===== src/btm_pkg.sv =====
// Purpose: Shared constants and types of the breaker trip manager
// Assumes: 125 MHz pclk, APB with 32-bit data
// Notes:   Hold time is kept in centiseconds
package btm_pkg;
   // -------------------------------------------------------------
   // Register map
   // -------------------------------------------------------------
   localparam logic [7:0] ADDR_CTRL     = 8'h00;
   localparam logic [7:0] ADDR_HOLD     = 8'h04;
   localparam logic [7:0] ADDR_SLOT     = 8'h08;
   localparam logic [7:0] ADDR_ILK      = 8'h0c;
   localparam logic [7:0] ADDR_EXT      = 8'h10;
   localparam logic [7:0] ADDR_STAT     = 8'h14;
   localparam logic [7:0] ADDR_IRQ_STAT = 8'h18;
   localparam logic [7:0] ADDR_IRQ_MASK = 8'h1c;

   // -------------------------------------------------------------
   // Fields and reset values
   // -------------------------------------------------------------
   localparam int          SEL_W       = 4;
   localparam int          NSRC        = 15;
   localparam int          NSLOT       = 7;
   localparam int          NILK        = 3;
   localparam int          HOLD_W      = 15;
   localparam int          NIRQ        = 4;
   localparam int          IRQ_OPEN    = 0;
   localparam int          IRQ_CLOSE   = 1;
   localparam int          IRQ_CBLK    = 2;
   localparam int          IRQ_OBLK    = 3;
   localparam int          CTRL_LATCH  = 0;
   localparam int          EXT_CLOSE_LSB = 0;
   localparam int          EXT_OPEN_LSB  = 4;
   localparam int          EXT_ACK_LSB   = 8;
   localparam int          ILK_OPEN_LSB  = 12;
   localparam logic [14:0] HOLD_DEF_CS = 15'h0014;
   localparam logic [14:0] HOLD_MAX_CS = 15'h7530;

   // -------------------------------------------------------------
   // Timing
   // -------------------------------------------------------------
   localparam longint CLK_HZ       = 125000000;
   localparam longint HOLD_LSB_MS  = 10;
   localparam int     CS_CYCLES    = int'(HOLD_LSB_MS * CLK_HZ / 1000);
   localparam int     PRE_W        = 21;

   typedef enum logic [1:0] {
      OPEN_IDLE,
      OPEN_HOLD,
      OPEN_STAY
   } btm_open_st_t;

   typedef struct packed {
      logic                           latch;
      logic [HOLD_W-1:0]              hold_cs;
      logic [NSLOT-1:0][SEL_W-1:0]    slot;
      logic [NILK-1:0][SEL_W-1:0]     open_ilk;
      logic [NILK-1:0][SEL_W-1:0]     close_ilk;
      logic [SEL_W-1:0]               ack;
      logic [SEL_W-1:0]               ext_open;
      logic [SEL_W-1:0]               ext_close;
   } btm_cfg_t;
endpackage : btm_pkg


===== src/btm_pin_sync.sv =====
// Purpose: Three-stage pin synchroniser with agreement filter
// Assumes: Inputs asynchronous to pclk
// Notes:   Output moves only when stages two and three agree
module btm_pin_sync #(
   parameter int W = 15
) (
   // Clock and reset
   input  wire logic         pclk,
   input  wire logic         presetn,
   input  wire logic         ce,
   // Data
   input  wire logic [W-1:0] d,
   output logic      [W-1:0] q
);
   logic [W-1:0] s1_q;
   logic [W-1:0] s2_q;
   logic [W-1:0] s3_q;

   always_ff @(posedge pclk or negedge presetn) begin
      if (!presetn) begin
         s1_q <= '0;
         s2_q <= '0;
         s3_q <= '0;
         q    <= '0;
      end else if (ce) begin
         s1_q <= d;
         s2_q <= s1_q;
         s3_q <= s2_q;
         q    <= (s2_q & ~(s2_q ^ s3_q)) | (q & (s2_q ^ s3_q));
      end
   end
endmodule : btm_pin_sync


===== src/btm_trip_mgr.sv =====
// Purpose: Breaker close/open command and trip manager, APB slave
// Assumes: trip_src from logic on pclk, dig_in from pins
// Notes:   Selector code 0 leaves an input unassigned
// Operation
// - Seven trip slots; rising assigned source opens breaker; unassigned slot inert
// - Open command held at least programmable time, 0-300 s, default 0.2 s
// - Latch setting, default off, keeps open command after cause ends
// - Three assignable close interlocks; any active one blocks close
// - Three assignable open interlocks; any active one blocks open
// - Assignable external close request issues close when it rises
// - Assignable external open request issues open when it rises
module btm_trip_mgr #(
   parameter int CS_CYCLES = btm_pkg::CS_CYCLES
) (
   // Clock, reset, enable
   input  wire logic                     pclk,
   input  wire logic                     presetn,
   input  wire logic                     ce,
   // APB
   input  wire logic                     psel,
   input  wire logic                     penable,
   input  wire logic                     pwrite,
   input  wire logic [7:0]               paddr,
   input  wire logic [31:0]              pwdata,
   output logic      [31:0]              prdata,
   output logic                          pready,
   output logic                          pslverr,
   // Sources
   input  wire logic [btm_pkg::NSRC-1:0] trip_src,
   input  wire logic [btm_pkg::NSRC-1:0] dig_in,
   // Breaker commands and interrupt
   output logic                          open_cmd,
   output logic                          close_cmd,
   output logic                          irq
);
   // -------------------------------------------------------------
   // Helpers
   // -------------------------------------------------------------
   function automatic logic pick(input logic [btm_pkg::NSRC-1:0] v,
                                 input logic [btm_pkg::SEL_W-1:0] c);
      logic r;
      r = 1'b0;
      if (c != '0) begin
         r = v[c - 4'h1];
      end
      return r;
   endfunction : pick

   btm_pkg::btm_cfg_t          cfg_q;
   btm_pkg::btm_open_st_t      st_q;
   btm_pkg::btm_open_st_t      st_d;
   logic [btm_pkg::NSRC-1:0]   di;
   logic [btm_pkg::NSLOT-1:0]  slot_lv;
   logic [btm_pkg::NSLOT-1:0]  slot_lv_q;
   logic                       ext_open_lv;
   logic                       ext_open_q;
   logic                       ext_close_lv;
   logic                       ext_close_q;
   logic                       ack_lv;
   logic                       open_ilk;
   logic                       close_ilk;
   logic                       open_rise;
   logic                       open_fire;
   logic                       trip_fire;
   logic                       ext_open_fire;
   logic                       close_rise;
   logic                       close_fire;
   logic                       cause;
   logic                       open_ok;
   logic                       close_ok;
   logic [btm_pkg::HOLD_W-1:0] cs_left_q;
   logic [btm_pkg::PRE_W-1:0]  pre_q;
   logic                       open_cmd_q;
   logic                       close_cmd_q;
   logic [btm_pkg::NIRQ-1:0]   irq_stat_q;
   logic [btm_pkg::NIRQ-1:0]   irq_mask_q;
   logic [btm_pkg::NIRQ-1:0]   ev;
   logic                       wr;
   logic                       rd_setup;
   logic                       mapped;
   logic [31:0]                rdata_d;
   logic [31:0]                prdata_q;

   btm_pin_sync #(
      .W       (btm_pkg::NSRC)
   ) u_sync (
      .pclk    (pclk),
      .presetn (presetn),
      .ce      (ce),
      .d       (dig_in),
      .q       (di)
   );

   // -------------------------------------------------------------
   // Source selection
   // -------------------------------------------------------------
   always_comb begin
      for (int i = 0; i < btm_pkg::NSLOT; i++) begin
         slot_lv[i] = pick(trip_src, cfg_q.slot[i]);
      end
      open_ilk  = 1'b0;
      close_ilk = 1'b0;
      for (int i = 0; i < btm_pkg::NILK; i++) begin
         open_ilk  = open_ilk | pick(di, cfg_q.open_ilk[i]);
         close_ilk = close_ilk | pick(di, cfg_q.close_ilk[i]);
      end
   end

   assign ext_open_lv  = pick(di, cfg_q.ext_open);
   assign ext_close_lv = pick(di, cfg_q.ext_close);
   assign ack_lv       = pick(di, cfg_q.ack);
   assign cause        = (|slot_lv) | ext_open_lv;

   // Edge triggered: a source stuck high cannot retrigger the hold
   assign trip_fire     = |(slot_lv & ~slot_lv_q);
   assign ext_open_fire = ext_open_lv & ~ext_open_q;
   assign open_rise     = trip_fire | ext_open_fire;
   assign open_ok       = ~open_ilk;
   assign open_fire     = open_rise & open_ok;
   assign close_rise    = ext_close_lv & ~ext_close_q;
   assign close_ok      = ~close_ilk;
   // Open has priority over a concurrent close
   assign close_fire    = close_rise & close_ok
                        & (st_q == btm_pkg::OPEN_IDLE) & ~open_fire;

   always_ff @(posedge pclk or negedge presetn) begin
      if (!presetn) begin
         slot_lv_q   <= '0;
         ext_open_q  <= 1'b0;
         ext_close_q <= 1'b0;
      end else if (ce) begin
         slot_lv_q   <= slot_lv;
         ext_open_q  <= ext_open_lv;
         ext_close_q <= ext_close_lv;
      end
   end

   // -------------------------------------------------------------
   // Open command sequencer
   // -------------------------------------------------------------
   always_comb begin
      st_d = st_q;
      case (st_q)
         btm_pkg::OPEN_IDLE: begin
            if (open_fire) begin
               st_d = btm_pkg::OPEN_HOLD;
            end
         end
         btm_pkg::OPEN_HOLD: begin
            if (open_fire) begin
               st_d = btm_pkg::OPEN_HOLD;
            end else if (cs_left_q == '0) begin
               st_d = (cause || cfg_q.latch) ? btm_pkg::OPEN_STAY
                                             : btm_pkg::OPEN_IDLE;
            end
         end
         btm_pkg::OPEN_STAY: begin
            if (open_fire) begin
               st_d = btm_pkg::OPEN_HOLD;
            end else if (!cause && (!cfg_q.latch || ack_lv)) begin
               st_d = btm_pkg::OPEN_IDLE;
            end
         end
         default: st_d = btm_pkg::OPEN_IDLE;
      endcase
   end

   always_ff @(posedge pclk or negedge presetn) begin
      if (!presetn) begin
         st_q       <= btm_pkg::OPEN_IDLE;
         open_cmd_q <= 1'b0;
      end else if (ce) begin
         st_q       <= st_d;
         open_cmd_q <= (st_d != btm_pkg::OPEN_IDLE);
      end
   end

   // Centisecond prescaler and hold countdown
   always_ff @(posedge pclk or negedge presetn) begin
      if (!presetn) begin
         pre_q     <= '0;
         cs_left_q <= '0;
      end else if (ce) begin
         if (open_fire) begin
            pre_q     <= '0;
            cs_left_q <= cfg_q.hold_cs;
         end else if (st_q == btm_pkg::OPEN_HOLD && cs_left_q != '0) begin
            if (pre_q == btm_pkg::PRE_W'(CS_CYCLES - 1)) begin
               pre_q     <= '0;
               cs_left_q <= cs_left_q - 15'h0001;
            end else begin
               pre_q <= pre_q + 21'h000001;
            end
         end
      end
   end

   // -------------------------------------------------------------
   // Close command
   // -------------------------------------------------------------
   // Close stands while the request stays high; open cancels it
   always_ff @(posedge pclk or negedge presetn) begin
      if (!presetn) begin
         close_cmd_q <= 1'b0;
      end else if (ce) begin
         if (st_d != btm_pkg::OPEN_IDLE) begin
            close_cmd_q <= 1'b0;
         end else if (close_fire) begin
            close_cmd_q <= 1'b1;
         end else if (!ext_close_lv) begin
            close_cmd_q <= 1'b0;
         end
      end
   end

   assign open_cmd  = open_cmd_q;
   assign close_cmd = close_cmd_q;

   // -------------------------------------------------------------
   // APB registers
   // -------------------------------------------------------------
   assign wr       = psel & penable & pwrite & ce;
   assign rd_setup = psel & ~penable & ~pwrite & ce;
   // Registers never stall; a frozen block stalls the bus instead
   assign pready   = ce;
   assign prdata   = prdata_q;

   always_comb begin
      mapped  = 1'b1;
      rdata_d = '0;
      case (paddr)
         btm_pkg::ADDR_CTRL:     rdata_d[btm_pkg::CTRL_LATCH] = cfg_q.latch;
         btm_pkg::ADDR_HOLD:     rdata_d[14:0] = cfg_q.hold_cs;
         btm_pkg::ADDR_SLOT:     rdata_d[27:0] = cfg_q.slot;
         btm_pkg::ADDR_ILK:      rdata_d[23:0] = {cfg_q.open_ilk,
                                                  cfg_q.close_ilk};
         btm_pkg::ADDR_EXT:      rdata_d[11:0] = {cfg_q.ack, cfg_q.ext_open,
                                                  cfg_q.ext_close};
         btm_pkg::ADDR_STAT:     rdata_d[4:0]  = {cause, st_q,
                                                  close_cmd_q, open_cmd_q};
         btm_pkg::ADDR_IRQ_STAT: rdata_d[3:0]  = irq_stat_q;
         btm_pkg::ADDR_IRQ_MASK: rdata_d[3:0]  = irq_mask_q;
         default:                mapped = 1'b0;
      endcase
   end

   assign pslverr = psel & penable & ~mapped;

   always_ff @(posedge pclk or negedge presetn) begin
      if (!presetn) begin
         prdata_q <= '0;
      end else if (rd_setup) begin
         prdata_q <= rdata_d;
      end
   end

   always_ff @(posedge pclk or negedge presetn) begin
      if (!presetn) begin
         cfg_q         <= '0;
         cfg_q.hold_cs <= btm_pkg::HOLD_DEF_CS;
         irq_mask_q    <= '0;
      end else if (wr && mapped) begin
         case (paddr)
            btm_pkg::ADDR_CTRL: cfg_q.latch <= pwdata[btm_pkg::CTRL_LATCH];
            btm_pkg::ADDR_HOLD: begin
               // Out of range values clip to the 300 s ceiling
               cfg_q.hold_cs <= (pwdata[14:0] > btm_pkg::HOLD_MAX_CS)
                              ? btm_pkg::HOLD_MAX_CS : pwdata[14:0];
            end
            btm_pkg::ADDR_SLOT: cfg_q.slot <= pwdata[27:0];
            btm_pkg::ADDR_ILK: begin
               cfg_q.close_ilk <= pwdata[11:0];
               cfg_q.open_ilk  <= pwdata[23:btm_pkg::ILK_OPEN_LSB];
            end
            btm_pkg::ADDR_EXT: begin
               cfg_q.ext_close <= pwdata[btm_pkg::EXT_CLOSE_LSB +: 4];
               cfg_q.ext_open  <= pwdata[btm_pkg::EXT_OPEN_LSB +: 4];
               cfg_q.ack       <= pwdata[btm_pkg::EXT_ACK_LSB +: 4];
            end
            btm_pkg::ADDR_IRQ_MASK: irq_mask_q <= pwdata[3:0];
            default: ;
         endcase
      end
   end

   // -------------------------------------------------------------
   // Interrupts
   // -------------------------------------------------------------
   always_comb begin
      ev                     = '0;
      ev[btm_pkg::IRQ_OPEN]  = open_fire;
      ev[btm_pkg::IRQ_CLOSE] = close_fire;
      ev[btm_pkg::IRQ_CBLK]  = close_rise & close_ilk;
      ev[btm_pkg::IRQ_OBLK]  = open_rise & open_ilk;
   end

   // Set wins over a same-cycle write-one clear
   always_ff @(posedge pclk or negedge presetn) begin
      if (!presetn) begin
         irq_stat_q <= '0;
      end else if (ce) begin
         if (wr && paddr == btm_pkg::ADDR_IRQ_STAT) begin
            irq_stat_q <= (irq_stat_q & ~pwdata[3:0]) | ev;
         end else begin
            irq_stat_q <= irq_stat_q | ev;
         end
      end
   end

   assign irq = |(irq_stat_q & irq_mask_q);
endmodule : btm_trip_mgr


===== config.mk =====
export PLATFORM = sky130hd
export DESIGN_NAME = btm_trip_mgr
export DESIGN_NICKNAME = d
export VERILOG_FILES = /design/src/btm_pkg.sv /design/src/btm_pin_sync.sv /design/src/btm_trip_mgr.sv
export SDC_FILE = /design/constraint.sdc
export NUM_CORES = 1
export LEC_CHECK = 0
export ABC_AREA = 0
export BUFFER_PORTS_ARGS = -buffer_cell sky130_fd_sc_hd__buf_2
export CORE_MARGIN = 2
export CORE_UTILIZATION = 25
export CTS_CLUSTER_DIAMETER = 100
export DETAILED_ROUTE_END_ITERATION = 6
export GPL_ROUTABILITY_DRIVEN = 0
export PLACE_DENSITY = 0.46
export SLEW_MARGIN = 10
export SYNTH_ARGS = -nofsm -noshare
export SYNTH_HDL_FRONTEND = slang
export SYNTH_HIERARCHICAL = 1
export SYNTH_SLANG_ARGS = --single-unit

===== constraint.sdc =====
create_clock -name pclk -period 7.7 [get_ports pclk]
set_input_delay 1.54 -clock pclk [delete_from_list [all_inputs] [get_ports pclk]]
set_output_delay 1.54 -clock pclk [all_outputs]
set_load 0.01 [all_outputs]

# Word-level counts from Yosys, hierarchy flattened
# Index checks and enable logic that the tools add are counted.
[totals]
out_inout_bits = 37
regBits = 225
[classes]
n_eq_ne = 11
reduce_logical = 44
n_addsub = 18
mux = 74
magnitude_cmp = 17
bitwise = 41
[ops]
columns = ["operator", "count"]
rows = [
  ["less-than comparator 4 x 5 -> 1 bit, second input constant", 16],
  ["binary-select mux 1 bit (select 4 bit)", 16],
  ["nonzero test 4 bit", 16],
  ["subtractor 4 x 1 -> 4 bit, second input constant", 16],
  ["two-way mux 21 bit", 3],
  ["two-way mux 15 bit", 4],
  ["two-way mux 1 bit", 36],
  ["== test 8 x 5 -> 1 bit, second input constant", 4],
  ["bitwise AND 15 bit", 2],
  ["one-hot mux 7 bit (4 select lines)", 1],
  ["adder 21 x 1 -> 21 bit, second input constant", 1],
  ["== test 21 bit, second input constant", 1],
  ["one-hot mux 3 bit (7 select lines)", 1],
  ["one-hot mux 9 bit (2 select lines)", 1],
  ["== test 8 x 4 -> 1 bit, second input constant", 2],
  ["AND reduction 2 bit", 8],
  ["bitwise AND 1 bit", 15],
  ["greater-than comparator 15 bit, second input constant", 1],
  ["zero test 15 bit", 1],
  ["NOT 15 bit", 1],
  ["bitwise OR 15 bit", 1],
  ["nonzero test 15 bit", 1],
  ["subtractor 15 x 1 -> 15 bit, second input constant", 1],
  ["bitwise XOR 15 bit", 1],
  ["other kinds (27)", 55],
]

# Depth between registers and ports, before layout
[depth]
word_depth = 14
mapped_depth = 15
ltp_nobuf = 10

# Modules after synthesis
# Netlist, hierarchy kept.
[modules_own_cells]
columns = ["module", "area_per_inst_um2", "seq_area_each_um2", "n_inst", "cells_each"]
rows = [
  ["btm_trip_mgr", 11178.2, 4131.5, 1, 1122],
  ["btm_pin_sync", 2483.6, 1501.4, 1, 179],
]

# Worst setup path before layout
# OpenSTA, ideal clock, no wires.
[synth_timing]
kind = "in2out"
from = "in paddr[5]"
to = "out pslverr"
arrival_time_ns = 2.433
t_required_ns = 6.160
path_stages = 3
slack_ns = 3.727
n_path_buf = 0
cell_sequence = "or3_1 nor3_1 nor2_1"
[synth_between]
elab_chain_cells = 5
word_cells_on_any_way = 12
[synth_rtl]
columns = ["element", "line", "source"]
rows = [
  ["start, declared", "btm_trip_mgr.sv:23", "input wire logic [7:0] paddr,"],
  ["== test 8 x 5 -> 1 bit, or another cell as far along", "btm_trip_mgr.sv:231", "case (paddr)"],
  ["OR reduction 8 bit (no line) *", "-", ""],
  ["two-way mux 1 bit *", "btm_trip_mgr.sv:231", ""],
  ["NOT 1 bit *", "btm_trip_mgr.sv:247", "assign pslverr = psel & penable & ~mapped;"],
  ["bitwise AND 1 bit *", "btm_trip_mgr.sv:247", ""],
  ["end, declared", "btm_trip_mgr.sv:27", "output logic pslverr,"],
]
# Every way passes the cells marked *; elsewhere a longest branch is shown, timed or not.

# Worst setup path in the final report
[layout_timing]
from = "reg cfg_q[4] in the netlist's numbering"
to = "reg cs_left_q[13] in the netlist's numbering"
[layout_between]
elab_chain_cells = 9
word_cells_on_any_way = 12
[layout_rtl]
columns = ["element", "line", "source"]
rows = [
  ["start, declared", "btm_trip_mgr.sv:49", "btm_pkg::btm_cfg_t cfg_q;"],
  ["subtractor 4 x 1 -> 4 bit", "btm_trip_mgr.sv:44", "r = v[c - 4'h1];"],
  ["binary-select mux 1 bit (select 4 bit)", "btm_trip_mgr.sv:44", ""],
  ["two-way mux 1 bit (implied by the code)", "btm_trip_mgr.sv:44", ""],
  ["two-way mux 1 bit *", "btm_trip_mgr.sv:43", "if (c != '0) begin"],
  ["bitwise AND 1 bit *", "btm_trip_mgr.sv:116", "assign ext_open_fire = ext_open_lv & ~ext_open_q;"],
  ["bitwise OR 1 bit *", "btm_trip_mgr.sv:117", "assign open_rise = trip_fire | ext_open_fire;"],
  ["bitwise AND 1 bit *", "btm_trip_mgr.sv:119", "assign open_fire = open_rise & open_ok;"],
  ["nonzero test 2 bit (no line)", "-", ""],
  ["AND reduction 3 bit (no line)", "-", ""],
  ["end signal, assigned", "btm_trip_mgr.sv:186", "cs_left_q <= cfg_q.hold_cs;"],
  ["end signal, assigned", "btm_trip_mgr.sv:190", "cs_left_q <= cs_left_q - 15'h0001;"],
  ["end, declared", "btm_trip_mgr.sv:71", "logic [btm_pkg::HOLD_W-1:0] cs_left_q;"],
]
# Every way passes the cells marked *; elsewhere a longest branch is shown, timed or not. The select of a mux whose other input is x is not followed.
# A chain may end at the register's enable or synchronous reset.

==> impl_metrics.toml <==
[status]
status = "finished clean"

[global_routing]
overflow = 0
grt_max_degree = 122
grt_usage = 0.1439
antenna_found_initial = 3
grt_pass1_wl_microns = 64160
grt_pass1_vias = 10600

[clock_network]
clockBufferDepth = 3
post_cts_buffers = 0
h-tree-depth = 1
cts_resized = 0
cts.hold.buffers_added = 0
numCtsBuffers = 28
insertion_delay_ps = 580
clkTransAtPathRegs_ps = 60
cts_root_buf = "clkbuf_16"
cts_tree = "done"
cts_sinks = 225

[synth]
synth-edff-count = 0
async_flop_share = 1.000
synth_top_area_share = 0.4085
syn_area_sq_mm = 0.01366
yosysUniqueCellTypes = 83
syn_inst = 1301
seq_area_frac_synth = 0.4123
yosysTopAreaCell = "dfrtp_1"
ys_seq_elements = 225
synth_area_leaders = "dfrtp_1 (41%), mux4_2 (6.9%), mux2_2 (5.9%)"
synth_warnings = 6
avgSynthCellArea_sq_um = 10.50
ys.flop_type = "dfrtp_1"

[timing]
max_freq_ghz = 0.2082
tns_ps = 0
hold_viol_final = 0
finClkSkew_ps = 28.52
setup_viol_count_final = 0
post-route-period-util = 0.6239
worst_pin_slew_ps = 986.9
slew_headroom = 0.3396
setup_slack_ps = 2896
slew_violations = 0
rsz0062_at_grt = "false"
timing.hold.ws_ps = 464.2
post-route-min-period_ps = 4804

[detailed_routing]
route.met3.wl_microns = 2153
antenna_left = 0
drt-initial-drc-count = 755
wl_met2_microns = 18310
top_layer = "met4"
routed_wl_microns = 41080
firstDrtPassIters = 7
vias_per_cell = 5.166
wl_per_cell_microns = 19.67
drc_errors = 0
wl_met1_microns = 19580
vias = 10790

[flow_run]
max_cap_viol_count = 0

[setup_path]
timing.rr.end = "cs_left_q[13]"
worst-setup-path-type = "reg2reg"
cp.required_ps = 8210
r2r-start = "cfg_q[4]"
r2r_setup_slack_ps = 2900
cp_max_fo = 28
critPathArrivalTime_ps = 5310
cp-start-kind = "flip-flop"
crit_path_end = "cs_left_q[13]"
crit_path_end_kind = "flip-flop"
reg2reg_depth = 10
crit_start = "cfg_q[4]"

[finish]
final_cells = 2088
mostFrequentLayoutCells = "dfrtp_1 (223), nand2_1 (116), buf_2 (102), nor2_1 (81)"
layout_commonest_cell = "dfrtp_1"
fill_cells = 5563
syn2layout_area_growth_pct = 14.59
n_antenna_cell = 0
nets = 1474
final_util = 0.2903
drive_gt1_frac = 0.2328
final_area_sq_mm = 0.01566

[pwr]
power.total_mw = 3.555
max-vdd-ir-drop_mv = 0.1470
power_per_cell_area_mw_per_mm2 = 227.1
p_leak_nw = 6.994

[place]
port_buffers = 104
placed_area_sq_mm = 0.01477
dp_cells = 2039
dpl.hpwl_microns = 28880
place_ws_ps = 2583

[floorplan]
start_util = 0.2534
die_w_microns = 237.8
core-area_sq_mm = 0.05392
die_area_sq_mm = 0.05653
dieHeight_microns = 237.8
pin_count = 113
rows = 85

[worst_hold_path]
hp-class = "reg2reg"
==> final cells by class <==
class | count | area, sq um | area share
sequential | 225 | 5633 | 0.3598
clock inverter | 6 | 55.05 | 0.003517
timing repair buffer | 118 | 650.6 | 0.04156
tap | 696 | 870.8 | 0.05563
multi-input combinational | 927 | 7343 | 0.4691
clock buffer | 43 | 828.3 | 0.05291
inverter | 73 | 274.0 | 0.01750
==> per-layer routing <==
metal	global-route usage	up-vias
met4	0.03983	0
met3	0.02497	71
li1	-	4998
met2	0.2241	312
met1	0.2045	5406
met5	0	-
==> where the power goes <==
part / internal (mW) / leakage [nW] / switching (mW)
registers: 1.32 / 2.73 / 0.230
clock network: 0.765 / 0.438 / 0.521
logic: 0.364 / 3.82 / 0.358
==> worst min-delay path by stage <==
stage / to / slack [ps] / start / cells after the start
6_report: prdata[26] / 460 / prdata[26] / 2
5_1_grt: prdata[26] / 490 / prdata[26] / 2
4_1_cts: prdata[26] / 470 / prdata[26] / 2
3_5_place_dp: prdata[26] / 450 / prdata[26] / 2
3_3_place_gp: prdata[26] / 450 / prdata[26] / 2
2_1_floorplan: slot_lv_q[0] / 450 / slot_lv_q[0] / 2
==> registers in the layout (all words and copies together), names as in the netlist, 2 cells and up, named ones only <==
register	cells
st_q	2
u_sync/s1_q	15
u_sync/s2_q	15
pre_q	21
cfg_q	80
irq_stat_q	4
cs_left_q	15
irq_mask_q	4
prdata	28
u_sync/s3_q	15
slot_lv_q	7
==> worst max-delay path: stages (launching register included) <==
cell and delay (ps):
dfrtp_1 600, inv_1 110, ha_1 480, nor2b_1 80, a2111oi_0 430, a31oi_1 100
a31oi_1 700, o221ai_1 390, o211ai_4 810, and2_1 760, o22a_1 260
==> synthesized netlist by cell type (all sizes together) (7+ instances only) <==
cell,number
dfrtp,223
nand2,116
mux2,92
nor2,81
inv,72
o21ai,62
mux2i,47
nor3,45
mux4,42
clkbuf,40
buf,39
nand3,32
a21oi,31
ha,25
nand2b,20
a221oi,19
a22o,19
a22oi,19
nor2b,18
xor2,16
a221o,13
nor4,13
o22ai,13
a211oi,12
a21o,11
o2bb2ai,11
or3,11
xnor2,11
and4b,9
nand4,9
and2,8
o31ai,8
a31oi,7
nor3b,7
o22a,7
==> cell families (layout without fill, tap and decap cells) <==
kind of cell,count (synthesis),in the layout,share of synthesized area
buffers and inverters,152,240,0.05275
AO/OA/AOI/OAI,291,291,0.1614
XOR/XNOR,27,27,0.01841
other,1,4,0.0002745
flip-flops,225,225,0.4123
adder cells (fa/ha/maj),25,25,0.02290
multiplexers,181,181,0.1850
AND/OR/NAND/NOR,399,399,0.1470
(Power assumes the default switching activity.)
